===== src/common/cpmc_pkg.sv =====
package cpmc_pkg;

    // ============================================================
    // Control word layout
    // ============================================================
    localparam int ADDR_W     = 7;
    localparam int DATA_W     = 9;
    localparam int FRAME_BITS = ADDR_W + DATA_W;
    localparam logic [4:0] FRAME_BITS_CNT = 5'h10;

    // ============================================================
    // Register addresses
    // ============================================================
    localparam logic [ADDR_W-1:0] ADDR_ID_LOW    = 7'h00;
    localparam logic [ADDR_W-1:0] ADDR_ID_HIGH   = 7'h01;
    localparam logic [ADDR_W-1:0] ADDR_REVISION  = 7'h02;
    localparam logic [ADDR_W-1:0] ADDR_DAC_ROUTE = 7'h0C;
    localparam logic [ADDR_W-1:0] ADDR_PTX_ROUTE = 7'h0D;
    localparam logic [ADDR_W-1:0] ADDR_ADC_CTRL1 = 7'h1D;
    localparam logic [ADDR_W-1:0] ADDR_PWRDN1    = 7'h32;
    localparam logic [ADDR_W-1:0] ADDR_PWRDN2    = 7'h33;
    localparam logic [ADDR_W-1:0] ADDR_MISC_CTRL = 7'h3A;

    // ============================================================
    // Field positions
    // ============================================================
    localparam int PD1_MASTER_BIT   = 0;
    localparam int PD1_ADC_BIT      = 1;
    localparam int PD1_DAC_LSB      = 2;
    localparam int PD1_ALL_DAC_BIT  = 6;
    localparam int PD2_OSC_BIT      = 0;
    localparam int PD2_PLL_A_BIT    = 1;
    localparam int PD2_PLL_B_BIT    = 2;
    localparam int PD2_RECOVERY_BIT = 3;
    localparam int PD2_TX_BIT       = 4;
    localparam int PD2_RX_BIT       = 5;
    localparam int ADC1_REF_SEL_BIT = 8;
    localparam int ROUTE_SRC_LSB    = 7;
    localparam int MISC_CONTINUOUS_READBACK_BIT = 0;
    localparam int MISC_SPDIF_OUT_SOURCE_SEL_LSB   = 1;

    // ============================================================
    // Values after reset
    // ============================================================
    localparam logic [DATA_W-1:0] PWRDN1_RST    = 9'h05E;
    localparam logic [DATA_W-1:0] PWRDN2_RST    = 9'h03E;
    localparam logic [DATA_W-1:0] ADC_CTRL1_RST = 9'h100;
    localparam logic [DATA_W-1:0] DAC_ROUTE_RST = 9'h18A;
    localparam logic [DATA_W-1:0] PTX_ROUTE_RST = 9'h08A;
    localparam logic [DATA_W-1:0] MISC_CTRL_RST = 9'h000;

    // ============================================================
    // Source selection codes
    // ============================================================
    localparam logic [1:0] SRC_SPDIF_RX = 2'h0;
    localparam logic [1:0] SRC_ADC      = 2'h1;
    localparam logic [1:0] SRC_PRIMARY_AUDIO_PORT_RX  = 2'h3;

    // ============================================================
    // Types
    // ============================================================
    typedef enum logic [1:0] {
        CPMC_PORT_IDLE,
        CPMC_PORT_SHIFT,
        CPMC_PORT_DONE
    } cpmc_port_state_t;

    typedef struct packed {
        logic       ref_on;
        logic       outputs_mute;
        logic       adc_on;
        logic [2:0] dac_on;
        logic       osc_out_on;
        logic       pll_a_on;
        logic       pll_b_on;
        logic       recovery_on;
        logic       tx_on;
        logic       rx_on;
        logic       ref_low_z;
    } cpmc_power_t;

    typedef struct packed {
        logic [1:0] dac_source_sel;
        logic [1:0] primary_tx_source_sel;
        logic [1:0] spdif_out_source_sel;
        logic       secondary_audio_port_on;
    } cpmc_route_t;

    typedef struct packed {
        logic unlock;
        logic pcm_n;
        logic audio_n;
    } cpmc_spdif_status_t;

endpackage


===== src/hdl/cpmc_power_mode_ctrl.sv =====
`timescale 1ns/1ps
// Function
// RL1: Master power-off bit shuts everything down, mutes outputs, overrides other bits.
// RL2: ADC power-off bit one disables ADC; zero enables it.
// RL3: Per-DAC field bits 4:2, reset 111, disables DAC1..DAC3 individually.
// RL4: All-DAC bit 6 disables every DAC; when zero the per-DAC field governs.
// RL5: Second register bit 0 disables oscillator output when one.
// RL6: Bits 1 and 2 power down PLL A and PLL B respectively.
// RL7: Bit 3 powers down S/PDIF clock recovery.
// RL8: Bit 4 powers down the S/PDIF transmitter.
// RL9: Bit 5 powers down the S/PDIF receiver.
// RL10: After reset all powerdown bits are one except oscillator and master.
// RL11: Host should power down ADC and DACs before setting master power-off.
// RL12: Writes before power-on reset release are ignored; registers then hold defaults.
// RL13: ADC control bit 8 selects low (one, default) or high reference impedance.
// RL14: Reads of addresses 0 and 1 return identity bytes; 2 returns revision.
// RL15: Identity bytes are not returned while continuous readback is one.
// RL16: Strap low selects register control, high selects pin control.
// RL17: Pin mode uses defaults for pinless features; software mode uses routing fields.
// RL18: Pin mode: route pins 1 and 2 select DAC and primary transmit source.
// RL19: Pin mode: route pins 4,3 select S/PDIF transmit source; 1,0 unavailable.
// RL20: Secondary audio port is inactive whenever pin mode is selected.
// RL21: Pin mode: interface-select pin outputs the unlock flag.
// RL22: Pin mode: serial data output drives OR of non-audio code and status bit.
// RL23: Register changes reach sub-blocks the cycle after the write completes.
module cpmc_power_mode_ctrl #(
    parameter logic [7:0] ID_LOW_VALUE   = 8'h5A, // Arbitrary identity value.
    parameter logic [7:0] ID_HIGH_VALUE  = 8'hA5, // Arbitrary identity value.
    parameter logic [7:0] REVISION_VALUE = 8'h01  // Arbitrary revision value.
) (
    input  wire logic                        clock_i,
    input  wire logic                        nrst_i,
    input  wire logic                        power_on_reset_n_i,
    input  wire logic                        control_method_strap_i,
    input  wire logic                        ctrl_csb_n_i,
    input  wire logic                        ctrl_sclk_i,
    input  wire logic                        ctrl_sdin_i,
    output logic                             serial_data_o,
    output logic                             serial_data_oe_o,
    input  wire logic                        interface_select_pin_i,
    output logic                             interface_select_pin_o,
    output logic                             interface_select_pin_oe_o,
    input  wire logic [3:0]                  route_pins_i,
    input  wire cpmc_pkg::cpmc_spdif_status_t spdif_status_i,
    output cpmc_pkg::cpmc_power_t            power_o,
    output cpmc_pkg::cpmc_route_t            route_o
);

    // ============================================================
    // Pin synchronisers
    // ============================================================
    localparam int SYNC_W = 10;

    logic [SYNC_W-1:0] pins_raw;
    logic [SYNC_W-1:0] pins_meta_reg;
    logic [SYNC_W-1:0] pins_sync_reg;
    logic              csb_dly_reg;
    logic              sclk_dly_reg;

    assign pins_raw = {route_pins_i, interface_select_pin_i, power_on_reset_n_i,
                       control_method_strap_i, ctrl_sdin_i, ctrl_sclk_i, ctrl_csb_n_i};

    // Every pin passes two flops; only the second stage is read by logic.
    // The select bit resets high, its idle level, so no false frame edge follows reset.
    always_ff @(posedge clock_i or negedge nrst_i) begin
        if (!nrst_i) begin
            pins_meta_reg <= {{(SYNC_W-1){1'b0}}, 1'b1};
            pins_sync_reg <= {{(SYNC_W-1){1'b0}}, 1'b1};
        end else begin
            pins_meta_reg <= pins_raw;
            pins_sync_reg <= pins_meta_reg;
        end
    end

    logic       csb_n;
    logic       sclk;
    logic       sdin;
    logic       strap;
    logic       por_ready;
    logic       three_wire_sel;
    logic [3:0] route_pins;

    assign csb_n          = pins_sync_reg[0];
    assign sclk           = pins_sync_reg[1];
    assign sdin           = pins_sync_reg[2];
    assign strap          = pins_sync_reg[3];
    assign por_ready      = pins_sync_reg[4];
    assign three_wire_sel = pins_sync_reg[5];
    assign route_pins     = pins_sync_reg[9:6];

    // Delayed copies give clean edge detection on the synchronised lines.
    always_ff @(posedge clock_i or negedge nrst_i) begin
        if (!nrst_i) begin
            csb_dly_reg  <= 1'b1;
            sclk_dly_reg <= 1'b0;
        end else begin
            csb_dly_reg  <= csb_n;
            sclk_dly_reg <= sclk;
        end
    end

    logic frame_start;
    logic frame_end;
    logic sclk_rise;
    logic sclk_fall;

    assign frame_start = csb_dly_reg && !csb_n;
    assign frame_end   = !csb_dly_reg && csb_n;
    assign sclk_rise   = !sclk_dly_reg && sclk;
    assign sclk_fall   = sclk_dly_reg && !sclk;

    // ============================================================
    // Control method strap
    // ============================================================
    logic hw_mode_reg;

    // The strap follows the pin while power-on reset holds and is frozen at release,
    // so a glitch on the pin later cannot flip the control method mid-operation.
    always_ff @(posedge clock_i or negedge nrst_i) begin
        if (!nrst_i) begin
            hw_mode_reg <= 1'b0;
        end else if (!por_ready) begin
            hw_mode_reg <= strap; // RL16
        end
    end

    // ============================================================
    // Serial control port
    // ============================================================
    cpmc_pkg::cpmc_port_state_t port_state_reg;
    logic [cpmc_pkg::FRAME_BITS-1:0] in_shift_reg;
    logic [4:0]                      bit_cnt_reg;
    logic                            write_pulse;

    // Frames are only recognised in register control with the 3-wire port selected.
    logic port_enabled;
    assign port_enabled = por_ready && !hw_mode_reg && three_wire_sel; // RL12

    // Port sequencing: a frame opens on select falling and closes on select rising.
    always_ff @(posedge clock_i or negedge nrst_i) begin
        if (!nrst_i) begin
            port_state_reg <= cpmc_pkg::CPMC_PORT_IDLE;
        end else if (!port_enabled) begin
            port_state_reg <= cpmc_pkg::CPMC_PORT_IDLE; // RL12
        end else begin
            unique case (port_state_reg)
                cpmc_pkg::CPMC_PORT_IDLE: begin
                    if (frame_start) begin
                        port_state_reg <= cpmc_pkg::CPMC_PORT_SHIFT;
                    end
                end
                cpmc_pkg::CPMC_PORT_SHIFT: begin
                    if (frame_end) begin
                        port_state_reg <= cpmc_pkg::CPMC_PORT_DONE;
                    end
                end
                cpmc_pkg::CPMC_PORT_DONE: begin
                    port_state_reg <= cpmc_pkg::CPMC_PORT_IDLE;
                end
            endcase
        end
    end

    // Bits are taken on each rising serial clock, MSB (address) first.
    always_ff @(posedge clock_i or negedge nrst_i) begin
        if (!nrst_i) begin
            in_shift_reg <= '0;
            bit_cnt_reg  <= '0;
        end else if (frame_start) begin
            in_shift_reg <= '0;
            bit_cnt_reg  <= '0;
        end else if (port_state_reg == cpmc_pkg::CPMC_PORT_SHIFT && sclk_rise) begin
            in_shift_reg <= {in_shift_reg[cpmc_pkg::FRAME_BITS-2:0], sdin};
            if (bit_cnt_reg != 5'h1F) begin
                bit_cnt_reg <= bit_cnt_reg + 5'h01;
            end
        end
    end

    // A frame with any count other than sixteen bits is dropped whole.
    assign write_pulse = (port_state_reg == cpmc_pkg::CPMC_PORT_DONE) &&
                         (bit_cnt_reg == cpmc_pkg::FRAME_BITS_CNT) && port_enabled;

    logic [cpmc_pkg::ADDR_W-1:0] wr_addr;
    logic [cpmc_pkg::DATA_W-1:0] wr_data;

    assign wr_addr = in_shift_reg[cpmc_pkg::FRAME_BITS-1:cpmc_pkg::DATA_W];
    assign wr_data = in_shift_reg[cpmc_pkg::DATA_W-1:0];

    // ============================================================
    // Register file
    // ============================================================
    logic [cpmc_pkg::DATA_W-1:0] pwrdn1_reg;
    logic [cpmc_pkg::DATA_W-1:0] pwrdn2_reg;
    logic [cpmc_pkg::DATA_W-1:0] adc_ctrl1_reg;
    logic [cpmc_pkg::DATA_W-1:0] dac_route_reg;
    logic [cpmc_pkg::DATA_W-1:0] ptx_route_reg;
    logic [cpmc_pkg::DATA_W-1:0] misc_ctrl_reg;
    logic [cpmc_pkg::ADDR_W-1:0] read_ptr_reg;

    // Registers sit at defaults until power-on reset releases; writes then land.
    always_ff @(posedge clock_i or negedge nrst_i) begin
        if (!nrst_i) begin
            pwrdn1_reg    <= cpmc_pkg::PWRDN1_RST; // RL10
            pwrdn2_reg    <= cpmc_pkg::PWRDN2_RST; // RL10
            adc_ctrl1_reg <= cpmc_pkg::ADC_CTRL1_RST;
            dac_route_reg <= cpmc_pkg::DAC_ROUTE_RST;
            ptx_route_reg <= cpmc_pkg::PTX_ROUTE_RST;
            misc_ctrl_reg <= cpmc_pkg::MISC_CTRL_RST;
        end else if (!por_ready) begin
            pwrdn1_reg    <= cpmc_pkg::PWRDN1_RST; // RL12
            pwrdn2_reg    <= cpmc_pkg::PWRDN2_RST;
            adc_ctrl1_reg <= cpmc_pkg::ADC_CTRL1_RST;
            dac_route_reg <= cpmc_pkg::DAC_ROUTE_RST;
            ptx_route_reg <= cpmc_pkg::PTX_ROUTE_RST;
            misc_ctrl_reg <= cpmc_pkg::MISC_CTRL_RST;
        end else if (write_pulse) begin
            unique case (wr_addr)
                cpmc_pkg::ADDR_PWRDN1:    pwrdn1_reg    <= wr_data;
                cpmc_pkg::ADDR_PWRDN2:    pwrdn2_reg    <= wr_data;
                cpmc_pkg::ADDR_ADC_CTRL1: adc_ctrl1_reg <= wr_data;
                cpmc_pkg::ADDR_DAC_ROUTE: dac_route_reg <= wr_data;
                cpmc_pkg::ADDR_PTX_ROUTE: ptx_route_reg <= wr_data;
                cpmc_pkg::ADDR_MISC_CTRL: misc_ctrl_reg <= wr_data;
                default: ; // Other addresses are read-only here (identity, revision) or belong to blocks outside this one.
            endcase
        end
    end

    // The address of the last accepted frame is the one read back next.
    always_ff @(posedge clock_i or negedge nrst_i) begin
        if (!nrst_i) begin
            read_ptr_reg <= '0;
        end else if (!por_ready) begin
            read_ptr_reg <= '0;
        end else if (write_pulse) begin
            read_ptr_reg <= wr_addr;
        end
    end

    // ============================================================
    // Readback
    // ============================================================
    logic                        cont_read;
    logic [cpmc_pkg::DATA_W-1:0] rd_data;

    assign cont_read = misc_ctrl_reg[cpmc_pkg::MISC_CONTINUOUS_READBACK_BIT];

    // Identity bytes vanish in continuous readback; unheld addresses read zero.
    always_comb begin
        rd_data = '0;
        unique case (read_ptr_reg)
            cpmc_pkg::ADDR_ID_LOW:    rd_data = cont_read ? '0 : {1'b0, ID_LOW_VALUE};   // RL14 RL15
            cpmc_pkg::ADDR_ID_HIGH:   rd_data = cont_read ? '0 : {1'b0, ID_HIGH_VALUE};  // RL14 RL15
            cpmc_pkg::ADDR_REVISION:  rd_data = cont_read ? '0 : {1'b0, REVISION_VALUE}; // RL14 RL15
            cpmc_pkg::ADDR_PWRDN1:    rd_data = pwrdn1_reg;
            cpmc_pkg::ADDR_PWRDN2:    rd_data = pwrdn2_reg;
            cpmc_pkg::ADDR_ADC_CTRL1: rd_data = adc_ctrl1_reg;
            cpmc_pkg::ADDR_DAC_ROUTE: rd_data = dac_route_reg;
            cpmc_pkg::ADDR_PTX_ROUTE: rd_data = ptx_route_reg;
            cpmc_pkg::ADDR_MISC_CTRL: rd_data = misc_ctrl_reg;
            default:                  rd_data = '0;
        endcase
    end

    logic [cpmc_pkg::FRAME_BITS-1:0] out_shift_reg;

    // The word is loaded as the frame opens and advanced on each falling serial clock,
    // so the host can sample it on the following rising edge.
    always_ff @(posedge clock_i or negedge nrst_i) begin
        if (!nrst_i) begin
            out_shift_reg <= '0;
        end else if (frame_start) begin
            out_shift_reg <= {{cpmc_pkg::ADDR_W{1'b0}}, rd_data};
        end else if (port_state_reg == cpmc_pkg::CPMC_PORT_SHIFT && sclk_fall) begin
            out_shift_reg <= {out_shift_reg[cpmc_pkg::FRAME_BITS-2:0], 1'b0};
        end
    end

    // ============================================================
    // Effective settings
    // ============================================================
    logic [cpmc_pkg::DATA_W-1:0] eff_pd1;
    logic [cpmc_pkg::DATA_W-1:0] eff_pd2;
    logic [cpmc_pkg::DATA_W-1:0] eff_adc1;

    // Pin mode offers no pins for these, so their defaults stand in.
    assign eff_pd1  = hw_mode_reg ? cpmc_pkg::PWRDN1_RST    : pwrdn1_reg;    // RL17
    assign eff_pd2  = hw_mode_reg ? cpmc_pkg::PWRDN2_RST    : pwrdn2_reg;    // RL17
    assign eff_adc1 = hw_mode_reg ? cpmc_pkg::ADC_CTRL1_RST : adc_ctrl1_reg; // RL17

    logic       master_off;
    logic [2:0] dac_off;

    assign master_off = eff_pd1[cpmc_pkg::PD1_MASTER_BIT];
    // The all-DAC bit beats the per-DAC field.
    assign dac_off = eff_pd1[cpmc_pkg::PD1_ALL_DAC_BIT] ? 3'h7 :                // RL4
                     eff_pd1[cpmc_pkg::PD1_DAC_LSB +: 3];                        // RL3

    // ============================================================
    // Power outputs
    // ============================================================
    // Registered one cycle behind the register file, which gives the defined
    // one-cycle latency after a write and keeps outputs glitch free.
    always_ff @(posedge clock_i or negedge nrst_i) begin
        if (!nrst_i) begin
            power_o <= '{ref_on: 1'b1, outputs_mute: 1'b0, adc_on: 1'b0, dac_on: 3'h0,
                         osc_out_on: 1'b1, pll_a_on: 1'b0, pll_b_on: 1'b0,
                         recovery_on: 1'b0, tx_on: 1'b0, rx_on: 1'b0, ref_low_z: 1'b1};
        end else begin
            power_o.ref_on       <= !master_off;                                           // RL1 RL23
            power_o.outputs_mute <= master_off;                                            // RL1
            power_o.adc_on       <= !master_off && !eff_pd1[cpmc_pkg::PD1_ADC_BIT];        // RL1 RL2
            power_o.dac_on       <= master_off ? 3'h0 : ~dac_off;                          // RL1 RL3 RL4
            power_o.osc_out_on   <= !master_off && !eff_pd2[cpmc_pkg::PD2_OSC_BIT];        // RL5
            power_o.pll_a_on     <= !master_off && !eff_pd2[cpmc_pkg::PD2_PLL_A_BIT];      // RL6
            power_o.pll_b_on     <= !master_off && !eff_pd2[cpmc_pkg::PD2_PLL_B_BIT];      // RL6
            power_o.recovery_on  <= !master_off && !eff_pd2[cpmc_pkg::PD2_RECOVERY_BIT];   // RL7
            power_o.tx_on        <= !master_off && !eff_pd2[cpmc_pkg::PD2_TX_BIT];         // RL8
            power_o.rx_on        <= !master_off && !eff_pd2[cpmc_pkg::PD2_RX_BIT];         // RL9
            power_o.ref_low_z    <= eff_adc1[cpmc_pkg::ADC1_REF_SEL_BIT];                  // RL13
        end
    end

    // ============================================================
    // Routing outputs
    // ============================================================
    logic [1:0] pin_spdif_src;

    // The unavailable pin pair falls back to received S/PDIF data.
    always_comb begin
        pin_spdif_src = cpmc_pkg::SRC_SPDIF_RX;
        unique case (route_pins[3:2])
            2'h0: pin_spdif_src = cpmc_pkg::SRC_SPDIF_RX; // RL19
            2'h1: pin_spdif_src = cpmc_pkg::SRC_ADC;      // RL19
            2'h2: pin_spdif_src = cpmc_pkg::SRC_SPDIF_RX; // RL19
            2'h3: pin_spdif_src = cpmc_pkg::SRC_PRIMARY_AUDIO_PORT_RX;  // RL19
        endcase
    end

    always_ff @(posedge clock_i or negedge nrst_i) begin
        if (!nrst_i) begin
            route_o <= '{dac_source_sel: cpmc_pkg::DAC_ROUTE_RST[8:7],
                         primary_tx_source_sel: cpmc_pkg::PTX_ROUTE_RST[8:7],
                         spdif_out_source_sel: cpmc_pkg::MISC_CTRL_RST[2:1],
                         secondary_audio_port_on: 1'b0};
        end else if (hw_mode_reg) begin
            route_o.dac_source_sel          <= route_pins[0] ? cpmc_pkg::SRC_PRIMARY_AUDIO_PORT_RX
                                                             : cpmc_pkg::SRC_SPDIF_RX; // RL18
            route_o.primary_tx_source_sel   <= route_pins[1] ? cpmc_pkg::SRC_ADC
                                                             : cpmc_pkg::SRC_SPDIF_RX; // RL18
            route_o.spdif_out_source_sel    <= pin_spdif_src;                          // RL19
            route_o.secondary_audio_port_on <= 1'b0;                                   // RL20
        end else begin
            route_o.dac_source_sel          <= dac_route_reg[cpmc_pkg::ROUTE_SRC_LSB +: 2]; // RL17 RL23
            route_o.primary_tx_source_sel   <= ptx_route_reg[cpmc_pkg::ROUTE_SRC_LSB +: 2]; // RL17 RL23
            route_o.spdif_out_source_sel    <= misc_ctrl_reg[cpmc_pkg::MISC_SPDIF_OUT_SOURCE_SEL_LSB +: 2]; // RL17
            route_o.secondary_audio_port_on <= por_ready && !master_off;
        end
    end

    // ============================================================
    // Status and readback pins
    // ============================================================
    // In pin mode the two control-port pins turn into S/PDIF status outputs.
    always_ff @(posedge clock_i or negedge nrst_i) begin
        if (!nrst_i) begin
            serial_data_o             <= 1'b0;
            serial_data_oe_o          <= 1'b0;
            interface_select_pin_o    <= 1'b0;
            interface_select_pin_oe_o <= 1'b0;
        end else if (hw_mode_reg) begin
            serial_data_o             <= spdif_status_i.pcm_n || spdif_status_i.audio_n; // RL22
            serial_data_oe_o          <= 1'b1;
            interface_select_pin_o    <= spdif_status_i.unlock;                          // RL21
            interface_select_pin_oe_o <= 1'b1;
        end else begin
            serial_data_o             <= out_shift_reg[cpmc_pkg::FRAME_BITS-1];
            serial_data_oe_o          <= port_state_reg == cpmc_pkg::CPMC_PORT_SHIFT;
            interface_select_pin_o    <= 1'b0;
            interface_select_pin_oe_o <= 1'b0;
        end
    end

endmodule

===== config.mk =====
export PLATFORM = sky130hd
export DESIGN_NAME = cpmc_power_mode_ctrl
export DESIGN_NICKNAME = d
export VERILOG_FILES = /design/src/common/cpmc_pkg.sv /design/src/hdl/cpmc_power_mode_ctrl.sv
export SDC_FILE = /design/constraint.sdc
export NUM_CORES = 1
export LEC_CHECK = 0
export ABC_AREA = 1
export BUFFER_PORTS_ARGS = -buffer_cell sky130_fd_sc_hd__clkbuf_2
export CAP_MARGIN = 20
export CORE_ASPECT_RATIO = 1.25
export CORE_MARGIN = 1
export CORE_UTILIZATION = 55
export DETAILED_ROUTE_END_ITERATION = 10
export GPL_TIMING_DRIVEN = 0
export PLACE_DENSITY_LB_ADDON = 0.1
export RECOVER_POWER = 100
export SLEW_MARGIN = 20
export SYNTH_ARGS = -nofsm -noshare
export SYNTH_HDL_FRONTEND = slang
export SYNTH_SLANG_ARGS = --single-unit
export TNS_END_PERCENT = 10

===== constraint.sdc =====
create_clock -name clock_i -period 2.8 [get_ports clock_i]
set_clock_uncertainty 0.15 [all_clocks]
set_input_delay 0.42 -clock clock_i [delete_from_list [all_inputs] [get_ports clock_i]]
set_output_delay 0.42 -clock clock_i [all_outputs]
set_load 0.03 [all_outputs]

# Word-level counts from Yosys, hierarchy flattened
# Index checks and enable logic that the tools add are counted.
# W data, S select, Z words.
# totals
ff_bits	147
latchBits	0
ram_bits	0
rom_bits	0
input_bits	15
out_inout_bits	24
n_memories	0
# classes
n_addsub	1
n_mul	0
div_mod_pow	0
order_cmp	0
eq_ne	30
n_shift	0
muxes	48
bitwise	1
n_reduce_logical	47
# ops
cell	count
$mux W9	19
$pmux W9 S9	1
$mux W16	4
$eq A7 B6 Y1 const B	6
$mux W7	5
$eq A7 B4 Y1 const B	4
$logic_and A1 B1 Y1	18
$reduce_and A2 Y1	8
$mux W5	3
$eq A7 B5 Y1 const B	2
$ne A2 B1 Y1 const B	7
$logic_not A1 Y1	13
$pmux W2 S3	2
$mux W2	4
$mux W8	1
$eq A7 B1 Y1 const B	1
$eq A7 B2 Y1 const B	1
$logic_not A7 Y1	1
$eq A2 B2 Y1 const B	3
$mux W1	6
$mux W3	2
$mux W6	1
$ne A3 B3 Y1 const B	2
$reduce_bool A2 Y1	3
8 further kinds	10

# Longest topological paths before layout
# depth
word_depth	6
depth_mapped	12
mapped_depth_nobuf	11

# Least setup slack after synthesis
# Ideal clock, no wire load.
# synth_path
path_type	reg-to-reg
from	register bit_cnt_reg[0]
to	register misc_ctrl_reg[0] in the netlist's numbering
setup_time_ps	123
arrival_ps	1552
path_slack_ps	975
stages_incl_launch_ff	11
period_less_slack_ps	1825
path_cell_list	dfrtp_1 -> inv_1 -> ha_1 -> nand3_1 -> nor2_1 -> nand2_8 -> inv_6 -> nand2_2 -> buf_2 -> nand3_1 -> o21ai_1
# synth_between
elab_chain_cells	5
# synth_lines
item	line	source
from (decl)	cpmc_power_mode_ctrl.sv:132	logic [4:0] bit_cnt_reg;
from (signal assigned)	cpmc_power_mode_ctrl.sv:175	bit_cnt_reg <= bit_cnt_reg + 5'h01;
$eq A5 B5 Y1	cpmc_power_mode_ctrl.sv:182	(bit_cnt_reg == cpmc_pkg::FRAME_BITS_CNT) && port_enabled;
$logic_and A1 B1 Y1	cpmc_power_mode_ctrl.sv:181	assign write_pulse = (port_state_reg == cpmc_pkg::CPMC_PORT_DONE) &&
$logic_and A1 B1 Y1	cpmc_power_mode_ctrl.sv:182	
$ne A2 B1 Y1 (no source line)	-	
$reduce_and A2 Y1 (no source line)	-	
to (signal assigned)	cpmc_power_mode_ctrl.sv:209	misc_ctrl_reg <= cpmc_pkg::MISC_CTRL_RST;
to (signal assigned)	cpmc_power_mode_ctrl.sv:216	misc_ctrl_reg <= cpmc_pkg::MISC_CTRL_RST;
to (signal assigned)	cpmc_power_mode_ctrl.sv:224	cpmc_pkg::ADDR_MISC_CTRL: misc_ctrl_reg <= wr_data;
to (decl)	cpmc_power_mode_ctrl.sv:198	logic [cpmc_pkg::DATA_W-1:0] misc_ctrl_reg;
# Every way passes these cells.
# A chain may end at the register's enable or synchronous reset.

# Final worst setup path
# layout_path
from	register pins_sync_reg[4]
to	register adc_ctrl1_reg[0] in the netlist's numbering
# layout_between
elab_chain_cells	5
word_cells_on_any_way	7
cone_classes	eq/ne: 2; mux: 1; reduce/logical: 4
# layout_lines
item	line	source
from (decl)	cpmc_power_mode_ctrl.sv:56	logic [SYNC_W-1:0] pins_sync_reg;
from (signal assigned)	cpmc_power_mode_ctrl.sv:68	pins_sync_reg <= {{(SYNC_W-1){1'b0}}, 1'b1};
from (signal assigned)	cpmc_power_mode_ctrl.sv:71	pins_sync_reg <= pins_meta_reg;
$logic_and A1 B1 Y1 (2 in series)	cpmc_power_mode_ctrl.sv:137	assign port_enabled = por_ready && !hw_mode_reg && three_wire_sel;
$logic_and A1 B1 Y1	cpmc_power_mode_ctrl.sv:182	
$ne A2 B1 Y1 (no source line)	-	
$reduce_and A2 Y1 (no source line)	-	
to (signal assigned)	cpmc_power_mode_ctrl.sv:206	adc_ctrl1_reg <= cpmc_pkg::ADC_CTRL1_RST;
to (signal assigned)	cpmc_power_mode_ctrl.sv:213	adc_ctrl1_reg <= cpmc_pkg::ADC_CTRL1_RST;
to (signal assigned)	cpmc_power_mode_ctrl.sv:221	cpmc_pkg::ADDR_ADC_CTRL1: adc_ctrl1_reg <= wr_data;
to (decl)	cpmc_power_mode_ctrl.sv:195	logic [cpmc_pkg::DATA_W-1:0] adc_ctrl1_reg;
# Several ways; a longest one is shown, not always the timed one.

==> summary.txt <==
Detailed-route vias per instance: 5.66
Starting density of the core: 56.7%
DP Wirelength: 10.7 mm
GRT overflow: 0
Leading area contributor after synthesis: sky130_fd_sc_hd__dfrtp_1
CP Data Arrival Time: 2.62 ns
H-tree levels: 4
Highest cell delay on the worst timing path: 0.38 ns
Result of the run: complete, no violations
Syn_nets: 696
Cell at the root of the clock tree: sky130_fd_sc_hd__clkbuf_16
Antenna violations before repair: 0
R2R cell count: 10
Total of flip-flops plus latches after synthesis: 147
TritonCTS clock tree: built
Largest net degree at the start of global routing: 100
Area used by multi-input combinational logic: 2190 sq um
Maximum capacitance violations: 0
Final routed wirelength across all metal layers: 15.4 mm
Global Route Usage Sum: 28.1%
Fraction of synthesized cell area taken by the top area cell type: 47.8%
Number of buffers inserted during clock tree synthesis: 17
Instance area after placement: 6680 sq um
Distinct cells, synth: 31
Worst Path Buf+Inv: 5
Worst-path fanout max: 10
Final Hold Fails: 0
Fraction of registers with async set or reset after synthesis: 100%
Worst Tran Pin Value: 1.25 ns
Post-Synthesis Cell Area: 6280 sq um
Overall die area: 11900 sq um
Final cell area excluding filler cells: 7320 sq um
Per-instance average area after synthesis: 9.32 sq um
Ranking of synthesized cells by area: sky130_fd_sc_hd__dfrtp_1 48%, sky130_fd_sc_hd__dfstp_2 11%, sky130_fd_sc_hd__nand2_1 8.9%
Most prevalent standard cell on the critical path: sky130_fd_sc_hd__inv_1
Worst-case vdd ir drop: 0.364 mV
Family with the most delay on the worst path: buffers and inverters
Placer's final routability congestion estimate: 0.878
Period utilisation layout: 87.6%
Number of warnings reported in the yosys synthesis log: 0
# resized after CTS: 0
Growth of design area from synthesis to finish: 16.5%
Flop-to-flop setup slack: 0.35 ns
Number of buffers added on ports: 38
TritonCTS Sinks: 147
Required time at the worst-slack endpoint: 2.97 ns
Number of vias after detailed routing: 5046
Endpoint of the worst register-to-register path: adc_ctrl1_reg[0]
Total setup violations reported at the end of the flow: 0
Height of the die: 121 um
List of most frequent post-synthesis cells: 149 x sky130_fd_sc_hd__nand2_1, 120 x sky130_fd_sc_hd__dfrtp_1, 94 x sky130_fd_sc_hd__nand3_1
Share of post-route cells with drive strength above 1: 13.5%
Post-CTS clock slew at the launch and capture registers of the worst setup and hold paths: 0.06 ns
LEAKAGE: 3.38 nW
Number of enable-type register cells in the synthesized netlist: 0
Antenna Nets Post-Route: 0
Reg area: 3710 sq um
Kind of end point of the critical path: flip-flop
I/O pins: 39
Maximum number of buffers from clock root to sink: 2
Final standard cell utilization of the core: 66.0%
Worst skew pair latency: 0.42 ns
Final Net Count: 765
Max_slew headroom: 16.9%
Total power of the final layout: 0.00502 W
Max stage delay cell, worst path: sky130_fd_sc_hd__clkbuf_1
Portion of the post-synthesis area used by sequential elements: 59.1%
Worst Hold Class: input pin to flip-flop
Die extent in x: 97.6 um
Number of global-route vias before repair: 5055
Power density over cell area: 686 nW/um^2
Hold Path Cell Cnt: 3
Starting DRT DRC Count: 336
Top-count cell post-synth: sky130_fd_sc_hd__nand2_1
Worst flop-to-flop path startpoint: pins_sync_reg[4]
Row cnt: 43
Number of instances in the synthesized netlist: 674
Core Area: 11100 sq um
First-pass GRT wire length: 25.2 mm
Startpoint of the worst hold path: spdif_status_i[2]
Primary FF master, synth: sky130_fd_sc_hd__dfrtp_1
CP Cell Sequence: clkbuf_1 -> inv_1 -> nor2_4 -> inv_1 -> nor2_8 -> nand2_8 -> inv_6 -> a31oi_2 -> buf_6 -> o21ai_0
Shortest clock period the worst path allows after layout: 2.45 ns
Count of fill cells added during filler insertion: 925
Fmax: 408 MHz
Iteration count of the initial detailed-routing pass: 5
Diodes inserted: 0
Setup repair after global routing missed its margin: no
Kind of start point of the critical path: flip-flop
Critical path start-end classification: flip-flop to flip-flop
Final-report max-slew violation count: 0
Destination of the worst hold path: interface_select_pin_o
Remaining design rule violation count: 0
Avg WL per Cell: 17.3 um
area by class of cell:
class / count / share of cell area (%)
Multi-Input combinational cell: 450 / 29.9
Clock inverter: 13 / 2.70
Buffer: 24 / 1.45
Inverter: 53 / 2.79
Sequential cell: 147 / 50.7
Timing Repair Buffer: 50 / 4.07
Clock buffer: 19 / 6.05
Tap cell: 135 / 2.31
what timing repair did:
action | 4_1_cts | 5_1_grt
endpoints found under the hold margin | 57 | 0
hold buffers | 11 | 0
buffers inserted | 0 | 0
metrics by stage:
step / instances / setup slack, ns / hold slack (ns) / TNS (ns)
finish: 891 / 0.348 / 0.0405 / 0
global route: 891 / 0.241 / 0.0359 / 0
CTS: 891 / 0.652 / 0.0392 / 0
detailed placement: 848 / 0.678 / 0.185 / 0
global placement: 847 / -1.20 / 0.184 / -149.23
floorplan: 674 / 0.975 / -0.0256 / 0
power by group:
part           switching [W]  internal, W  leakage (nW)
registers          0.0000410      0.00223          1.88
logic               0.000223    0.0000795          1.18
clock network       0.000910      0.00153         0.315
cell usage in the layout, fill, tap and decap left out, types with 2 or more instances in the layout:
cell type	netlist	routed
sky130_fd_sc_hd__nand2_2	4	3
sky130_fd_sc_hd__nor2_2	4	2
sky130_fd_sc_hd__dfrtp_1	120	120
sky130_fd_sc_hd__dfstp_2	27	26
sky130_fd_sc_hd__dlygate4sd3_1	0	11
sky130_fd_sc_hd__clkbuf_2	0	16
sky130_fd_sc_hd__clkbuf_1	11	40
sky130_fd_sc_hd__inv_2	6	2
sky130_fd_sc_hd__o31ai_1	6	6
sky130_fd_sc_hd__inv_1	46	50
sky130_fd_sc_hd__nor3_1	15	15
sky130_fd_sc_hd__clkinv_4	0	3
sky130_fd_sc_hd__nand2_1	149	150
sky130_fd_sc_hd__nand4_1	4	4
sky130_fd_sc_hd__nor2_1	52	54
sky130_fd_sc_hd__bufinv_16	0	4
sky130_fd_sc_hd__inv_6	1	5
sky130_fd_sc_hd__clkbuf_16	0	17
sky130_fd_sc_hd__o21ai_0	47	71
sky130_fd_sc_hd__a21oi_1	17	17
sky130_fd_sc_hd__a31oi_4	3	2
sky130_fd_sc_hd__nand3_1	94	94
sky130_fd_sc_hd__ha_1	7	7
sky130_fd_sc_hd__o22ai_1	6	6
sky130_fd_sc_hd__buf_2	7	5
sky130_fd_sc_hd__o21ai_2	15	6
sky130_fd_sc_hd__o21ai_1	21	6
tightest hold or removal path, delay by kind of cell:
| kind | cells | cell delay (ns) |
|---|---|---|
| simple gates | 1 | 0.05 |
| buf+inv | 2 | 0.11 |
worst max path at each step:
stage                                 start          endpoint  slack [ns]  cells after the start
after global routing       pins_sync_reg[4]  misc_ctrl_reg[0]        0.24                     11
after CTS                 port_state_reg[0]  misc_ctrl_reg[1]        0.65                     10
after global placement               nrst_i  pins_sync_reg[1]       -1.20                      1
after floorplan              bit_cnt_reg[0]  misc_ctrl_reg[0]        0.97                     10
final                      pins_sync_reg[4]  adc_ctrl1_reg[0]        0.35                     10
after detailed placement  port_state_reg[0]  misc_ctrl_reg[8]        0.68                     10
cells by family after synthesis:
logic type,count (synthesis),share of synthesized area [%]
AND/OR/NAND/NOR,328,23.1
AO/OA/AOI/OAI,115,11.2
adder cells (fa/ha/maj),7,1.39
flip-flops,147,59.1
buffers and inverters,77,5.24
metal layers:
metal | GRT usage (%) | wire length [um] | vias up | part of all wire, %
li1 | - | - | 2366 | -
met1 | 33.0 | 6170 | 2467 | 40
met2 | 48.3 | 7910 | 167 | 51
met3 | 6.39 | 741 | 46 | 4.8
met4 | 14.7 | 577 | 0 | 3.7
met5 | 0 | 0 | - | 0
Note: power is estimated with default switching activity, not from simulation.
